<file path="config.mk">
export PLATFORM = sky130hd
export DESIGN_NAME = canopen_slave_config_status
export DESIGN_NICKNAME = d
export VERILOG_FILES = /design/src/inc/canopen_cfg_pkg.sv /design/src/canopen_slave_config_status.sv
export SDC_FILE = /design/constraint.sdc
export NUM_CORES = 1
export LEC_CHECK = 0
export BUFFER_PORTS_ARGS = -buffer_cell sky130_fd_sc_hd__buf_2
export CAP_MARGIN = 20
export CORE_ASPECT_RATIO = 0.7
export CORE_MARGIN = 2
export CORE_UTILIZATION = 55
export CTS_BUF_LIST = sky130_fd_sc_hd__clkbuf_8
export DETAILED_ROUTE_END_ITERATION = 6
export PLACE_DENSITY = 0.9
export SYNTH_ARGS = -nofsm -noshare
export SYNTH_HDL_FRONTEND = slang
export SYNTH_SLANG_ARGS = --single-unit
</file>
<file path="constraint.sdc">
create_clock -name sys_clk -period 7.75 [get_ports sys_clk]
set_input_delay 1.1625 -clock sys_clk [delete_from_list [all_inputs] [get_ports sys_clk]]
set_output_delay 1.1625 -clock sys_clk [all_outputs]
set_load 0.01 [all_outputs]
</file>
<file path="src/inc/canopen_cfg_pkg.sv">
package canopen_cfg_pkg;

    // register byte addresses
    localparam logic [5:0] ADDR_PROTOCOL_SELECT   = 6'h00;
    localparam logic [5:0] ADDR_NODE_ADDRESS      = 6'h04;
    localparam logic [5:0] ADDR_BIT_RATE_SELECT   = 6'h08;
    localparam logic [5:0] ADDR_BUS_OFF_RECOVERY  = 6'h0C;
    localparam logic [5:0] ADDR_FAULT_ACTION      = 6'h10;
    localparam logic [5:0] ADDR_CONTROLLER_STATE  = 6'h14;
    localparam logic [5:0] ADDR_RX_FRAME_COUNT    = 6'h18;
    localparam logic [5:0] ADDR_TX_FRAME_COUNT    = 6'h1C;
    localparam logic [5:0] ADDR_BUS_OFF_COUNT     = 6'h20;
    localparam logic [5:0] ADDR_OPERATION_MODE    = 6'h24;
    localparam logic [5:0] ADDR_NETWORK_STATE     = 6'h28;
    localparam logic [5:0] ADDR_NODE_STATE        = 6'h2C;
    localparam logic [5:0] ADDR_CONTROL           = 6'h30;
    localparam logic [5:0] ADDR_ERROR_CODE        = 6'h34;

    // control register bits
    localparam int CTRL_APPLY_BIT   = 0;
    localparam int CTRL_RECOVER_BIT = 1;

    // reset values
    localparam logic [7:0] RST_PROTOCOL_SELECT  = 8'h00;
    localparam logic [7:0] RST_NODE_ADDRESS     = 8'h3F;
    localparam logic [7:0] RST_BIT_RATE_SELECT  = 8'h00;
    localparam logic [7:0] RST_BUS_OFF_RECOVERY = 8'h00;
    localparam logic [7:0] RST_FAULT_ACTION     = 8'h01;

    // encodings
    localparam logic [7:0] PROTO_DISABLED  = 8'h00;
    localparam logic [7:0] PROTO_CANOPEN   = 8'h01;
    localparam logic [7:0] PROTO_ALT       = 8'h02;
    localparam logic [7:0] NODE_ADDR_MIN   = 8'h01;
    localparam logic [7:0] NODE_ADDR_MAX   = 8'h7F;
    localparam logic [7:0] RATE_1M         = 8'h00;
    localparam logic [7:0] RATE_UNUSED     = 8'h01;
    localparam logic [7:0] RATE_MAX        = 8'h08;
    localparam logic [7:0] RECOVER_MANUAL  = 8'h00;
    localparam logic [7:0] RECOVER_AUTO    = 8'h01;
    localparam logic [7:0] ACTION_NONE     = 8'h00;
    localparam logic [7:0] ACTION_DISABLE  = 8'h01;

    localparam logic [7:0] CTRL_DISABLED   = 8'h00;
    localparam logic [7:0] CTRL_NO_FAULT   = 8'h02;
    localparam logic [7:0] CTRL_WARNING    = 8'h03;
    localparam logic [7:0] CTRL_PASSIVE    = 8'h04;
    localparam logic [7:0] CTRL_BUS_OFF    = 8'h05;
    localparam logic [7:0] CTRL_NO_SUPPLY  = 8'h06;

    localparam logic [7:0] NET_DISABLED    = 8'h00;
    localparam logic [7:0] NET_ENABLED     = 8'h02;
    localparam logic [7:0] NET_GUARDING    = 8'h03;
    localparam logic [7:0] NET_GUARD_ERR   = 8'h04;

    localparam logic [7:0] MODE_SLAVE      = 8'h00;
    localparam logic [7:0] MODE_MASTER     = 8'h01;

    // communication error codes (decimal 61, 63, 65)
    localparam logic [7:0] ERR_NONE        = 8'h00;
    localparam logic [7:0] ERR_BUS_OFF     = 8'h3D;
    localparam logic [7:0] ERR_NO_SUPPLY   = 8'h3F;
    localparam logic [7:0] ERR_GUARDING    = 8'h41;

    // network management commands
    localparam logic [7:0] NMT_START       = 8'h01;
    localparam logic [7:0] NMT_STOP        = 8'h02;
    localparam logic [7:0] NMT_PREOP       = 8'h80;
    localparam logic [7:0] NMT_RESET_NODE  = 8'h81;
    localparam logic [7:0] NMT_RESET_COMM  = 8'h82;

    // object identifier function codes
    localparam logic [3:0] FUNC_EMCY       = 4'h1;
    localparam logic [3:0] FUNC_SDO_TX     = 4'hB;
    localparam logic [3:0] FUNC_SDO_RX     = 4'hC;
    localparam logic [3:0] FUNC_GUARD      = 4'hE;

    localparam logic [1:0] RESP_OKAY       = 2'h0;
    localparam logic [1:0] RESP_SLVERR     = 2'h2;

    typedef enum logic [6:0] {
        NODE_INIT    = 7'h00,
        NODE_STOPPED = 7'h04,
        NODE_OPER    = 7'h05,
        NODE_PREOP   = 7'h7F
    } node_state_t;

endpackage

</file>
<file path="src/canopen_slave_config_status.sv">
// Function
// - protocol select: 0 off, 1 CANopen, 2 other
// - protocol select applied only at reset
// - node address 1..127, default 63
// - node address applied only at reset
// - node address derives default object identifiers
// - bit rate codes 0..8, 1 unused, default 0
// - bit rate applied only at reset
// - bus off: manual holds, automatic restarts
// - network fault: none or drive disable, default 1
// - error codes 63 supply, 61 bus off, 65 guarding
// - bus off is error only under manual recovery
// - controller state codes 0 to 6
// - 16-bit wrapping received frame counter
// - 16-bit wrapping transmitted frame counter
// - 16-bit wrapping bus off entry counter
// - counters zero after power off
// - counters wrap to zero past maximum
// - operation mode 0 slave, 1 master; slave
// - network state codes 0 to 4
// - enabled only with CANopen and bus supply
// - node state 0, 4, 5, 127
// - node state 0 when disabled or unpowered
// - identifier: 4-bit function, 7-bit address
//
// Added by the designer: register access over Avalon-MM and the register addresses.
`timescale 1ns/1ps
module canopen_slave_config_status #(
    parameter int CNT_WIDTH = 16
) (
    input  wire logic        sys_clk,
    input  wire logic        rst,
    input  wire logic [5:0]  address,
    input  wire logic        read,
    input  wire logic        write,
    input  wire logic [31:0] writedata,
    output logic      [31:0] readdata,
    output logic      [1:0]  response,
    output logic             waitrequest,
    input  wire logic        bus_supply_pin,
    input  wire logic        rx_frame_pulse,
    input  wire logic        tx_frame_pulse,
    input  wire logic        bus_off_level,
    input  wire logic        error_warning,
    input  wire logic        error_passive,
    input  wire logic        guard_active,
    input  wire logic        guard_timeout_pulse,
    input  wire logic        nmt_valid,
    input  wire logic [7:0]  nmt_command,
    output logic             can_enable,
    output logic      [7:0]  bit_rate_code,
    output logic      [6:0]  node_id,
    output logic      [10:0] emcy_object_identifier,
    output logic      [10:0] sdo_tx_object_identifier,
    output logic      [10:0] sdo_rx_object_identifier,
    output logic      [10:0] guard_object_identifier,
    output logic             can_restart,
    output logic             drive_disable,
    output logic      [7:0]  comm_error_code
);
    import canopen_cfg_pkg::*;

    if (CNT_WIDTH != 16) begin : g_bad_width
        $error("CNT_WIDTH must be 16");
    end

    typedef struct packed {
        logic                 sup_s1;
        logic                 sup_s2;
        logic                 ack;
        logic [31:0]          rdata;
        logic [1:0]           resp;
        logic [7:0]           proto_sel;
        logic [7:0]           node_addr;
        logic [7:0]           bit_rate;
        logic [7:0]           bo_recov;
        logic [7:0]           fault_act;
        logic [7:0]           act_proto;
        logic [6:0]           act_node;
        logic [7:0]           act_rate;
        node_state_t          node;
        logic [CNT_WIDTH-1:0] rx_cnt;
        logic [CNT_WIDTH-1:0] tx_cnt;
        logic [CNT_WIDTH-1:0] bo_cnt;
        logic                 bus_off_d;
        logic                 sup_d;
        logic                 bo_hold;
        logic                 restart;
        logic [7:0]           err_code;
        logic                 drive_dis;
    } state_t;

    state_t state_r;
    state_t state_nxt;

    logic       enabled;
    logic [7:0] ctrl_state;
    logic [7:0] net_state;
    logic [7:0] node_code;
    logic       wr_take;
    logic       apply_cfg;
    logic       recover_cmd;
    logic       bo_rise;
    logic       sup_fall;
    logic       err_event;
    logic [7:0] err_new;

    function automatic logic [10:0] make_object_identifier(input logic [3:0] func,
                                                           input logic [6:0] node);
        return {func, node};
    endfunction

    always_comb begin
        enabled = (state_r.act_proto == PROTO_CANOPEN) && state_r.sup_s2;
        if (state_r.act_proto != PROTO_CANOPEN) begin
            ctrl_state = CTRL_DISABLED;
        end else if (!state_r.sup_s2) begin
            ctrl_state = CTRL_NO_SUPPLY;
        end else if (bus_off_level || state_r.bo_hold) begin
            ctrl_state = CTRL_BUS_OFF;
        end else if (error_passive) begin
            ctrl_state = CTRL_PASSIVE;
        end else if (error_warning) begin
            ctrl_state = CTRL_WARNING;
        end else begin
            ctrl_state = CTRL_NO_FAULT;
        end
        if (!enabled) begin
            net_state = NET_DISABLED;
        end else if (state_r.err_code == ERR_GUARDING) begin
            net_state = NET_GUARD_ERR;
        end else if (guard_active) begin
            net_state = NET_GUARDING;
        end else begin
            net_state = NET_ENABLED;
        end
        node_code = {1'b0, state_r.node};
    end

    always_comb begin
        state_nxt = state_r;
        state_nxt.sup_s1 = bus_supply_pin;
        state_nxt.sup_s2 = state_r.sup_s1;
        state_nxt.sup_d = state_r.sup_s2;
        state_nxt.bus_off_d = bus_off_level;
        state_nxt.restart = 1'b0;

        // bus slave: one wait cycle, answer on the second
        state_nxt.ack = (read || write) && !state_r.ack;
        wr_take = write && state_r.ack;
        apply_cfg = wr_take && (address == ADDR_CONTROL) && writedata[CTRL_APPLY_BIT];
        recover_cmd = wr_take && (address == ADDR_CONTROL) && writedata[CTRL_RECOVER_BIT];
        if ((read || write) && !state_r.ack) begin
            state_nxt.resp = RESP_OKAY;
            state_nxt.rdata = 32'h0000_0000;
            if (address == ADDR_PROTOCOL_SELECT) begin
                state_nxt.rdata[7:0] = state_r.proto_sel;
            end else if (address == ADDR_NODE_ADDRESS) begin
                state_nxt.rdata[7:0] = state_r.node_addr;
            end else if (address == ADDR_BIT_RATE_SELECT) begin
                state_nxt.rdata[7:0] = state_r.bit_rate;
            end else if (address == ADDR_BUS_OFF_RECOVERY) begin
                state_nxt.rdata[7:0] = state_r.bo_recov;
            end else if (address == ADDR_FAULT_ACTION) begin
                state_nxt.rdata[7:0] = state_r.fault_act;
            end else if (address == ADDR_CONTROLLER_STATE) begin
                state_nxt.rdata[7:0] = ctrl_state;
            end else if (address == ADDR_RX_FRAME_COUNT) begin
                state_nxt.rdata[15:0] = state_r.rx_cnt;
            end else if (address == ADDR_TX_FRAME_COUNT) begin
                state_nxt.rdata[15:0] = state_r.tx_cnt;
            end else if (address == ADDR_BUS_OFF_COUNT) begin
                state_nxt.rdata[15:0] = state_r.bo_cnt;
            end else if (address == ADDR_OPERATION_MODE) begin
                state_nxt.rdata[7:0] = MODE_SLAVE;
            end else if (address == ADDR_NETWORK_STATE) begin
                state_nxt.rdata[7:0] = net_state;
            end else if (address == ADDR_NODE_STATE) begin
                state_nxt.rdata[7:0] = node_code;
            end else if (address == ADDR_CONTROL) begin
                state_nxt.rdata = 32'h0000_0000;
            end else if (address == ADDR_ERROR_CODE) begin
                state_nxt.rdata[7:0] = state_r.err_code;
            end else begin
                state_nxt.resp = RESP_SLVERR;
            end
        end

        // stored settings; read-only addresses take no write
        if (wr_take) begin
            if (address == ADDR_PROTOCOL_SELECT) begin
                if (writedata[7:0] <= PROTO_ALT) begin
                    state_nxt.proto_sel = writedata[7:0];
                end
            end else if (address == ADDR_NODE_ADDRESS) begin
                if (writedata[7:0] >= NODE_ADDR_MIN && writedata[7:0] <= NODE_ADDR_MAX) begin
                    state_nxt.node_addr = writedata[7:0];
                end
            end else if (address == ADDR_BIT_RATE_SELECT) begin
                if (writedata[7:0] <= RATE_MAX && writedata[7:0] != RATE_UNUSED) begin
                    state_nxt.bit_rate = writedata[7:0];
                end
            end else if (address == ADDR_BUS_OFF_RECOVERY) begin
                if (writedata[7:0] <= RECOVER_AUTO) begin
                    state_nxt.bo_recov = writedata[7:0];
                end
            end else if (address == ADDR_FAULT_ACTION) begin
                if (writedata[7:0] <= ACTION_DISABLE) begin
                    state_nxt.fault_act = writedata[7:0];
                end
            end
        end

        // board reset: stored settings become live
        if (apply_cfg) begin
            state_nxt.act_proto = state_r.proto_sel;
            state_nxt.act_node = state_r.node_addr[6:0];
            state_nxt.act_rate = state_r.bit_rate;
            state_nxt.bo_hold = 1'b0;
            state_nxt.err_code = ERR_NONE;
            state_nxt.drive_dis = 1'b0;
            state_nxt.restart = 1'b1;
        end
        if (recover_cmd && state_r.bo_hold) begin
            state_nxt.bo_hold = 1'b0;
            state_nxt.restart = 1'b1;
        end

        // counters wrap by natural overflow
        if (rx_frame_pulse) begin
            state_nxt.rx_cnt = state_r.rx_cnt + 16'h0001;
        end
        if (tx_frame_pulse) begin
            state_nxt.tx_cnt = state_r.tx_cnt + 16'h0001;
        end
        bo_rise = bus_off_level && !state_r.bus_off_d;
        if (bo_rise) begin
            state_nxt.bo_cnt = state_r.bo_cnt + 16'h0001;
        end

        // communication errors; a new event wins over a clear
        sup_fall = state_r.sup_d && !state_r.sup_s2;
        err_event = 1'b0;
        err_new = ERR_NONE;
        if (state_r.act_proto == PROTO_CANOPEN) begin
            if (bo_rise && state_r.bo_recov == RECOVER_MANUAL) begin
                err_event = 1'b1;
                err_new = ERR_BUS_OFF;
            end
            if (guard_timeout_pulse && enabled) begin
                err_event = 1'b1;
                err_new = ERR_GUARDING;
            end
            if (sup_fall) begin
                err_event = 1'b1;
                err_new = ERR_NO_SUPPLY;
            end
        end
        if (bo_rise) begin
            if (state_r.bo_recov == RECOVER_AUTO) begin
                state_nxt.restart = 1'b1;
            end else begin
                state_nxt.bo_hold = 1'b1;
                state_nxt.restart = 1'b0;
            end
        end
        if (err_event) begin
            state_nxt.err_code = err_new;
            if (state_r.fault_act == ACTION_DISABLE) begin
                state_nxt.drive_dis = 1'b1;
            end
        end

        // slave node state machine
        if (!enabled || apply_cfg) begin
            state_nxt.node = NODE_INIT;
        end else begin
            case (state_r.node)
                NODE_INIT: begin
                    state_nxt.node = NODE_PREOP;
                end
                default: begin
                    if (nmt_valid) begin
                        case (nmt_command)
                            NMT_START: begin
                                state_nxt.node = NODE_OPER;
                            end
                            NMT_STOP: begin
                                state_nxt.node = NODE_STOPPED;
                            end
                            NMT_PREOP: begin
                                state_nxt.node = NODE_PREOP;
                            end
                            NMT_RESET_NODE, NMT_RESET_COMM: begin
                                state_nxt.node = NODE_INIT;
                            end
                            default: begin
                                state_nxt.node = state_r.node;
                            end
                        endcase
                    end
                end
            endcase
        end
    end

    always_ff @(posedge sys_clk or posedge rst) begin
        if (rst) begin
            state_r <= '{
                sup_s1: 1'b0, sup_s2: 1'b0, ack: 1'b0, rdata: 32'h0000_0000, resp: RESP_OKAY,
                proto_sel: RST_PROTOCOL_SELECT, node_addr: RST_NODE_ADDRESS,
                bit_rate: RST_BIT_RATE_SELECT, bo_recov: RST_BUS_OFF_RECOVERY,
                fault_act: RST_FAULT_ACTION, act_proto: RST_PROTOCOL_SELECT,
                act_node: RST_NODE_ADDRESS[6:0], act_rate: RST_BIT_RATE_SELECT,
                node: NODE_INIT, rx_cnt: 16'h0000, tx_cnt: 16'h0000, bo_cnt: 16'h0000,
                bus_off_d: 1'b0, sup_d: 1'b0, bo_hold: 1'b0, restart: 1'b0,
                err_code: ERR_NONE, drive_dis: 1'b0
            };
        end else begin
            state_r <= state_nxt;
        end
    end

    assign waitrequest = (read || write) && !state_r.ack;
    assign readdata = state_r.rdata;
    assign response = state_r.resp;
    assign can_enable = enabled;
    assign bit_rate_code = state_r.act_rate;
    assign node_id = state_r.act_node;
    assign emcy_object_identifier = make_object_identifier(FUNC_EMCY, state_r.act_node);
    assign sdo_tx_object_identifier = make_object_identifier(FUNC_SDO_TX, state_r.act_node);
    assign sdo_rx_object_identifier = make_object_identifier(FUNC_SDO_RX, state_r.act_node);
    assign guard_object_identifier = make_object_identifier(FUNC_GUARD, state_r.act_node);
    assign can_restart = state_r.restart;
    assign drive_disable = state_r.drive_dis;
    assign comm_error_code = state_r.err_code;
endmodule

</file>
* Word-level counts from Yosys, hierarchy flattened
Index checks and enable logic that the tools add are counted.
Storage, ports and cells: input bits 59, word-level logic and storage cells 153, flip-flop bits (word level) 168
Operators by class: reduce and logical (&&, ||, !) cells 33, equality and inequality tests 24, bitwise operators 4, $add $sub $neg 3, magnitude comparators 5, mux-type cells 61
Operators with widths (count):
- $mux W8 | 19
- $add A16 B1 Y16 const B | 3
- $mux W16 | 3
- $eq A6 B6 Y1 const B | 6
- $eq A8 B1 Y1 const B | 4
- $mux W2 | 16
- $pmux W7 S4 | 1
- $eq A6 B5 Y1 const B | 4
- $eq A8 B8 Y1 const B | 3
- $mux W24 | 1
- $mux W7 | 3
- $mux W3 | 6
- $ne A8 B1 Y1 const B | 2
- $logic_and A1 B1 Y1 | 13
- $eq A6 B4 Y1 const B | 2
- $mux W11 | 1
- $mux W1 | 9
- $mux W9 | 1
- $eq A8 B2 Y1 const B | 1
- $eq A8 B7 Y1 const B | 1
- $ge A8 B1 Y1 const B | 1
- $le A8 B1 Y1 const B | 1
- $le A8 B2 Y1 const B | 1
- $le A8 B4 Y1 const B | 1
- other kinds (19) | 27

* Longest topological paths before layout
Gate-level depths: netlist of run 1.
word-level depth 15, gate-level depth with buffers 7, mapped depth without buffers 6

* Least setup slack after synthesis of run 1
OpenSTA, ideal clock, no wires.
kind input -> register, start input port writedata[4], end register state_r[99] (netlist name), buffers on the path 1, stages on the path 5, data arrival time 2.931 ns, setup slack 4.694 ns, required time 7.625 ns, setup time 0.125 ns, cells stage by stage or4_4 -> or4_4 -> or3_1 -> buf_2 -> mux2_4
On the way: word-level cells in the longest chain between the ends 2
Ends and longest elaborated chain:
- from (decl) | line canopen_slave_config_status.sv:36 | input wire logic [31:0] writedata,
- $le A8 B1 Y1 | line canopen_slave_config_status.sv:204 | if (writedata[7:0] <= RECOVER_AUTO) begin
- $reduce_and A6 Y1 (no line)
- to (signal assigned) | line canopen_slave_config_status.sv:309 | state_r <= '{
- to (signal assigned) | line canopen_slave_config_status.sv:320 | state_r <= state_nxt;
- to (decl) | line canopen_slave_config_status.sv:93 | state_t state_r;
Every way passes these cells. A chain may end at the register's enable or synchronous reset.

* Final worst setup path of run 1
start register state_r[87] (netlist name), end output port can_enable
On the way: word-level cells in the longest chain between the ends 2
Ends and longest elaborated chain:
- $eq A8 B1 Y1 | line canopen_slave_config_status.sv:114 | enabled = (state_r.act_proto == PROTO_CANOPEN) && state_r.sup_s2;
- $logic_and A1 B1 Y1 | line canopen_slave_config_status.sv:114
- to (decl) | line canopen_slave_config_status.sv:50 | output logic can_enable,
Every way passes these cells.

==> results of run 1 <==
[layer usage]
| metal | share of wire [%] | up-vias | wire length, um | GRT usage, % |
|---|---|---|---|---|
| li1 | - | 2548 | - | - |
| met1 | 42 | 2751 | 7655 | 37.03 |
| met2 | 43 | 374 | 7727 | 35.95 |
| met3 | 13 | 47 | 2299 | 8.294 |
| met4 | 2.0 | 0 | 367 | 8.663 |
| met5 | 0 | - | 0 | 0 |
[cell families (layout without fill, tap and decap cells)]
family | count (synthesis) | in the layout | share of synthesized area (%)
buf+inv | 144 | 162 | 12.13
mux | 55 | 55 | 7.936
xor+xnor | 45 | 45 | 5.176
fa+ha+maj | 3 | 3 | 0.4930
flops | 143 | 143 | 47.21
compound gates | 118 | 118 | 11.01
other cells | 2 | 34 | 0.09862
simple gates | 228 | 228 | 15.95
[power breakdown]
group / internal (W) / leakage [nW] / switching [W]
Sequential: 0.000808 / 1.86 / 0.0000852
Combinational: 0.0000950 / 1.92 / 0.000133
Clock: 0.000313 / 0.206 / 0.000294
[synth_stat cells (all sizes together), types with 4 or more instances]
master	n	area, sq um
and2	14	96.34
a211oi	4	30.03
nor3	22	110.1
nand3	16	80.08
nand2	58	217.7
a21boi	5	37.54
nand4	14	87.58
xnor2	28	245.2
a21oi	17	85.08
dfstp	13	341.6
o21ai	23	115.1
inv	18	67.56
dfrtp	130	3253
a22o	11	96.34
nor4	6	52.55
nor2b	19	118.9
nand3b	5	37.54
nor2	37	138.9
and3	13	81.33
a21o	4	30.03
o22ai	8	50.05
buf	108	788.3
mux2i	15	150.1
xor2	17	148.9
mux2	40	454.2
a221oi	8	70.07
clkbuf	18	67.56
or3	6	37.54
[registers in the layout, indices dropped and copies added (netlist names)]
name,cells
state_nxt,2
bit_rate_code,8
comm_error_code,4
state_r,100
can_restart,1
response,1
node_id,7
drive_disable,1
readdata,16
node_code,3
[layout make-up]
class | count | area (sq um)
sequential | 143 | 3595
clock inverter | 12 | 133.9
multi-input combinational | 483 | 3221
clock buffer | 20 | 275.3
timing repair buffer | 112 | 598.1
tap | 185 | 231.5
inverter | 18 | 72.57
fill | 1060 | 5230
[worst max-delay path, stage by stage, from the launching register on]
cell and delay (ps):
dfrtp_1 380, nor4_1 530, nand2_1 360, nor2_1 370
buf_2 200
[worst paths after layout]
kind	startpoint	endpoint	slack, ps	depth (start not counted)
worst max-delay path	state_r[87]$_DFFE_PP0P_	can_enable	4280	4
worst min-delay path	state_nxt[166]$_DFF_PP0_	state_nxt[11]$_DFF_PP0_	350	0
worst max register to register	state_r[101]$_DFFE_PP0P_	comm_error_code[1]$_DFFE_PP0P_	5110	5
worst min register to register	state_nxt[166]$_DFF_PP0_	state_nxt[11]$_DFF_PP0_	350	0
max in group asynchronous	rst	state_r[116]$_DFFE_PP1P_	5760	4
min in group asynchronous	rst	state_r[45]$_DFFE_PP0P_	750	2
[stage by stage]
step           power [W]  std cells  instance area [sq um]  setup slack [ps]
6_report        0.001728        973                   8127              4276
5_1_grt         0.001798        973                   8127              4174
4_1_cts         0.001727        972                   8099              4262
3_5_place_dp    0.001122        940                   7690              4000
3_3_place_gp    0.001102        940                   7690              4067
2_1_floorplan   0.001052        770                   7735              2771
==> metrics.cfg, run 1 <==
[synthesis]
ys_seq_area_share_pct = 47.21
synthCells = 738
post_synth.cell_area_avg_sq_um = 10.32
ys.warnings.count = 0
synthArstFlopShare_pct = 100.0
syn_area_sq_um = 7615
synth_cell_type_count = 65
ys.flop_type = dfrtp_1
synth-edff-count = 0
synth-seq-cells = 143

[layout]
final_cell_mix = dfrtp_1 (130), buf_2 (105), nand2_1 (58)
drive_above_1_share_pct = 27.28
final_util_pct = 60.84
mostFrequentLayoutCell = dfrtp_1
fin_nets = 837
insertedDiodeCount = 0
area.growth.synth_to_final_pct = 6.720

[floorplanning]
row_count = 35
dieArea_sq_um = 14820
die_w_um = 144.6
start_util_pct = 57.01
core-area_sq_um = 13360
ioPinCount = 164
die_height_um = 102.4

[global_route]
grt_overflow = 0
grt_pass1_wl_mm = 28.19
grt_pass1_vias = 5233
grt_max_degree = 88
grt.total_usage_pct = 25.41
antenna_found_initial = 0

[drt]
via_per_inst = 5.879
first_pass_iters = 7
routedWlPerCell_um = 18.55
wirelength_mm = 18.05
drt_iter0_markers = 938
ant_nets = 0
drc_errors = 0
via_count = 5720

[critical_path]
worst_setup_path_end_kind = output pin
path_class = reg2out
required_ps = 6590
cp_max_fo = 9
cp.arrival_ps = 2310
worstSetupStartpointType = flop

[sta]
skew_ps = 14.94
slew_viol_final = 0
period_needed_ps = 3474
setup_tns_ps = 0
hold_ws_ps = 353.7
fmax_mhz = 287.9
hold_violations = 0
tightest_slew_ps = 918.5
slew_headroom_pct = 38.64
rsz0062_at_grt = false
fin_crit_sh_pct = 44.83
finalSetupViolations = 0

[clock_network]
clock_latency_ps = 460
cts-resized-gates = 0
cts.sinks = 143
cts.reportedPaths.clkPinSlew_ps = 90
clock_path_buffers = 2
numCtsBuffers = 17
cts_htree_levels = 4
cts_tree = yes
postCtsSetupRepairBufs = 0
clock-root-buffer = clkbuf_8
holdBufCountCts = 0

[placement]
gp_congestion = 0.8895
dpl.hpwl_mm = 12.88
port_buffers = 105

[hold_path]
hold_class = reg2reg

[power_and_ir_drop]
power_density_nw_per_um2 = 212.6
p_leak_nw = 3.982
peakVddDrop_uv = 119.9

[flow_run]
drv_cap = 0

[outcome]
status = finished, final reports clean

No activity file was read; power rests on OpenSTA's default activity.
==> run 2: changes to the inputs <==
- CORE_UTILIZATION: 55 -> 51
- PLACE_DENSITY: 0.9 -> 0.88
- clock period: 7.75 -> 2.85 ns (I/O delays scaled with it)
==> run 2 against run 1 <==
Against the previous run:
- die area is 7.6% higher
- critical path depth is 1 higher
- sequential share of layout area is 0.21 points lower
- critical path type unchanged
==> metrics.cfg, run 2 (same netlist as run 1, synthesis figures left out) <==
[layout]
drive_above_1_share_pct = 27.98
fin_nets = 846
area.growth.synth_to_final_pct = 7.230
top_register = state_r
mostFrequentLayoutCell = dfrtp_1
ff_latch_area_sq_um = 3595
n_fill_cell = 1269
final_cell_mix = dfrtp_1 (130), buf_2 (105), nand2_1 (58)
insertedDiodeCount = 0
multi_input_area_sq_um = 3221
largest_reg_flops = 100

[clock_network]
numCtsBuffers = 17
cts.sinks = 143
cts.reportedPaths.clkPinSlew_ps = 80
clock-root-buffer = clkbuf_8
clock_latency_ps = 450
cts_tree = yes
postCtsSetupRepairBufs = 0
cts_htree_levels = 4
cts-resized-gates = 0
clock_path_buffers = 2
holdBufCountCts = 0

[floorplanning]
start_util_pct = 52.05
core-area_sq_um = 14630
row_count = 37
die_height_um = 106.2
die_w_um = 150.0
ioPinCount = 164
dieArea_sq_um = 15940

[placement]
gp_congestion = 0.9552
port_buffers = 105
dpl.hpwl_mm = 13.11

[critical_path]
cp_max_fo = 9
crit_end = can_enable
cp_num_cells = 5
path_cells = nor4_1 -> nand2_1 -> nor2_1 -> buf_4 -> buf_2
ff2ff_setup_slack_ps = 350
slowest_stage = nor4_1
path_class = reg2out
r2r_cells = 5
reg2reg_to = comm_error_code[1]$_DFFE_PP0P_
cp-startpoint = state_r[87]$_DFFE_PP0P_
path_buf_inv = 2
cp.arrival_ps = 2090
reg2reg_from = state_r[101]$_DFFE_PP0P_
crit_family = simple AND/OR/NAND/NOR gates
worst_setup_path_end_kind = output pin
required_ps = 2420
worstSetupStartpointType = flop
cpPeakStageDelay_ps = 450

[drt]
via_count = 5691
dr_wl_met3_mm = 2.360
wl_met2_mm = 7.441
drt_iter0_markers = 633
wirelength_mm = 18.02
routedWlPerCell_um = 18.17
via_per_inst = 5.737
ant_nets = 0
first_pass_iters = 7
top_layer = met4
drc_errors = 0
wirelength_met1_mm = 7.882

[sta]
tightest_slew_ps = 813.8
slew_viol_final = 0
rsz0062_at_grt = false
slew_headroom_pct = 45.75
period_needed_ps = 2513
finalSetupViolations = 0
hold_violations = 0
fin_crit_sh_pct = 88.17
setup_tns_ps = 0
fmax_mhz = 398.0
skew_ps = 9.746

[global_route]
grt_max_degree = 144
grt.total_usage_pct = 23.25
grt_overflow = 0
grt_pass1_wl_mm = 28.50
antenna_found_initial = 0
grt_pass1_vias = 5195

[power_and_ir_drop]
p_leak_nw = 4.004
power_density_nw_per_um2 = 554.9
power_w = 0.004531
peakVddDrop_uv = 330.9

[hold_path]
hold_class = in2reg

[flow_run]
drv_cap = 0

[outcome]
status = finished, final reports clean

run 2: changes by cell type in the layout (fill, tap and decap cells not counted), sizes merged:
cell and change:
buf +9, clkbuf -1, bufinv -1, clkinvlp +2
run 2: cell type report:
cell class / instances / area share (%)
clock buffers: 19 / 3.203
clock inverters: 13 / 1.410
inverters: 18 / 0.8734
multi-input cells: 483 / 39.44
flip-flops and latches: 143 / 44.02
well taps: 195 / 2.988
repair buffers: 121 / 8.060
run 2: per-stage QoR:
stage          utilization, %  hold WS [ps]  area [sq um]  instances  setup slack, ps
2_1_floorplan               -         331.2          7739        770            529.0
3_3_place_gp            53.24         334.1          7789        960            327.9
3_5_place_dp            53.24         338.1          7789        960            327.5
4_1_cts                 55.82         67.38          8165        992            329.9
5_1_grt                 55.82         60.68          8165        992            186.9
6_report                55.82         84.99          8165        992            337.2
run 2: worst min path at each step:
stage | start | endpoint | slack, ps | cells after the start
after floorplan | state_nxt[166]$_DFF_PP0_ | state_nxt[11]$_DFF_PP0_ | 330 | 0
after global placement | state_nxt[166]$_DFF_PP0_ | state_nxt[11]$_DFF_PP0_ | 330 | 0
after detailed placement | state_nxt[166]$_DFF_PP0_ | state_nxt[11]$_DFF_PP0_ | 340 | 0
after CTS | bus_supply_pin | state_nxt[166]$_DFF_PP0_ | 70 | 1
after global routing | bus_supply_pin | state_nxt[166]$_DFF_PP0_ | 60 | 1
final | bus_supply_pin | state_nxt[166]$_DFF_PP0_ | 80 | 1
run 2: report_power, final:
part,leakage [nW],switching [W],internal [W]
logic,1.96,0.000332,0.000258
registers,1.86,0.000221,0.00220
clock network,0.190,0.000786,0.000736
total,4.00,0.00134,0.00319
run 2: per-layer routing:
layer | GRT usage, % | vias up
met5 | 0 | -
met4 | 6.334 | 0
met3 | 8.884 | 37
met2 | 31.12 | 341
met1 | 34.93 | 2758
li1 | - | 2555
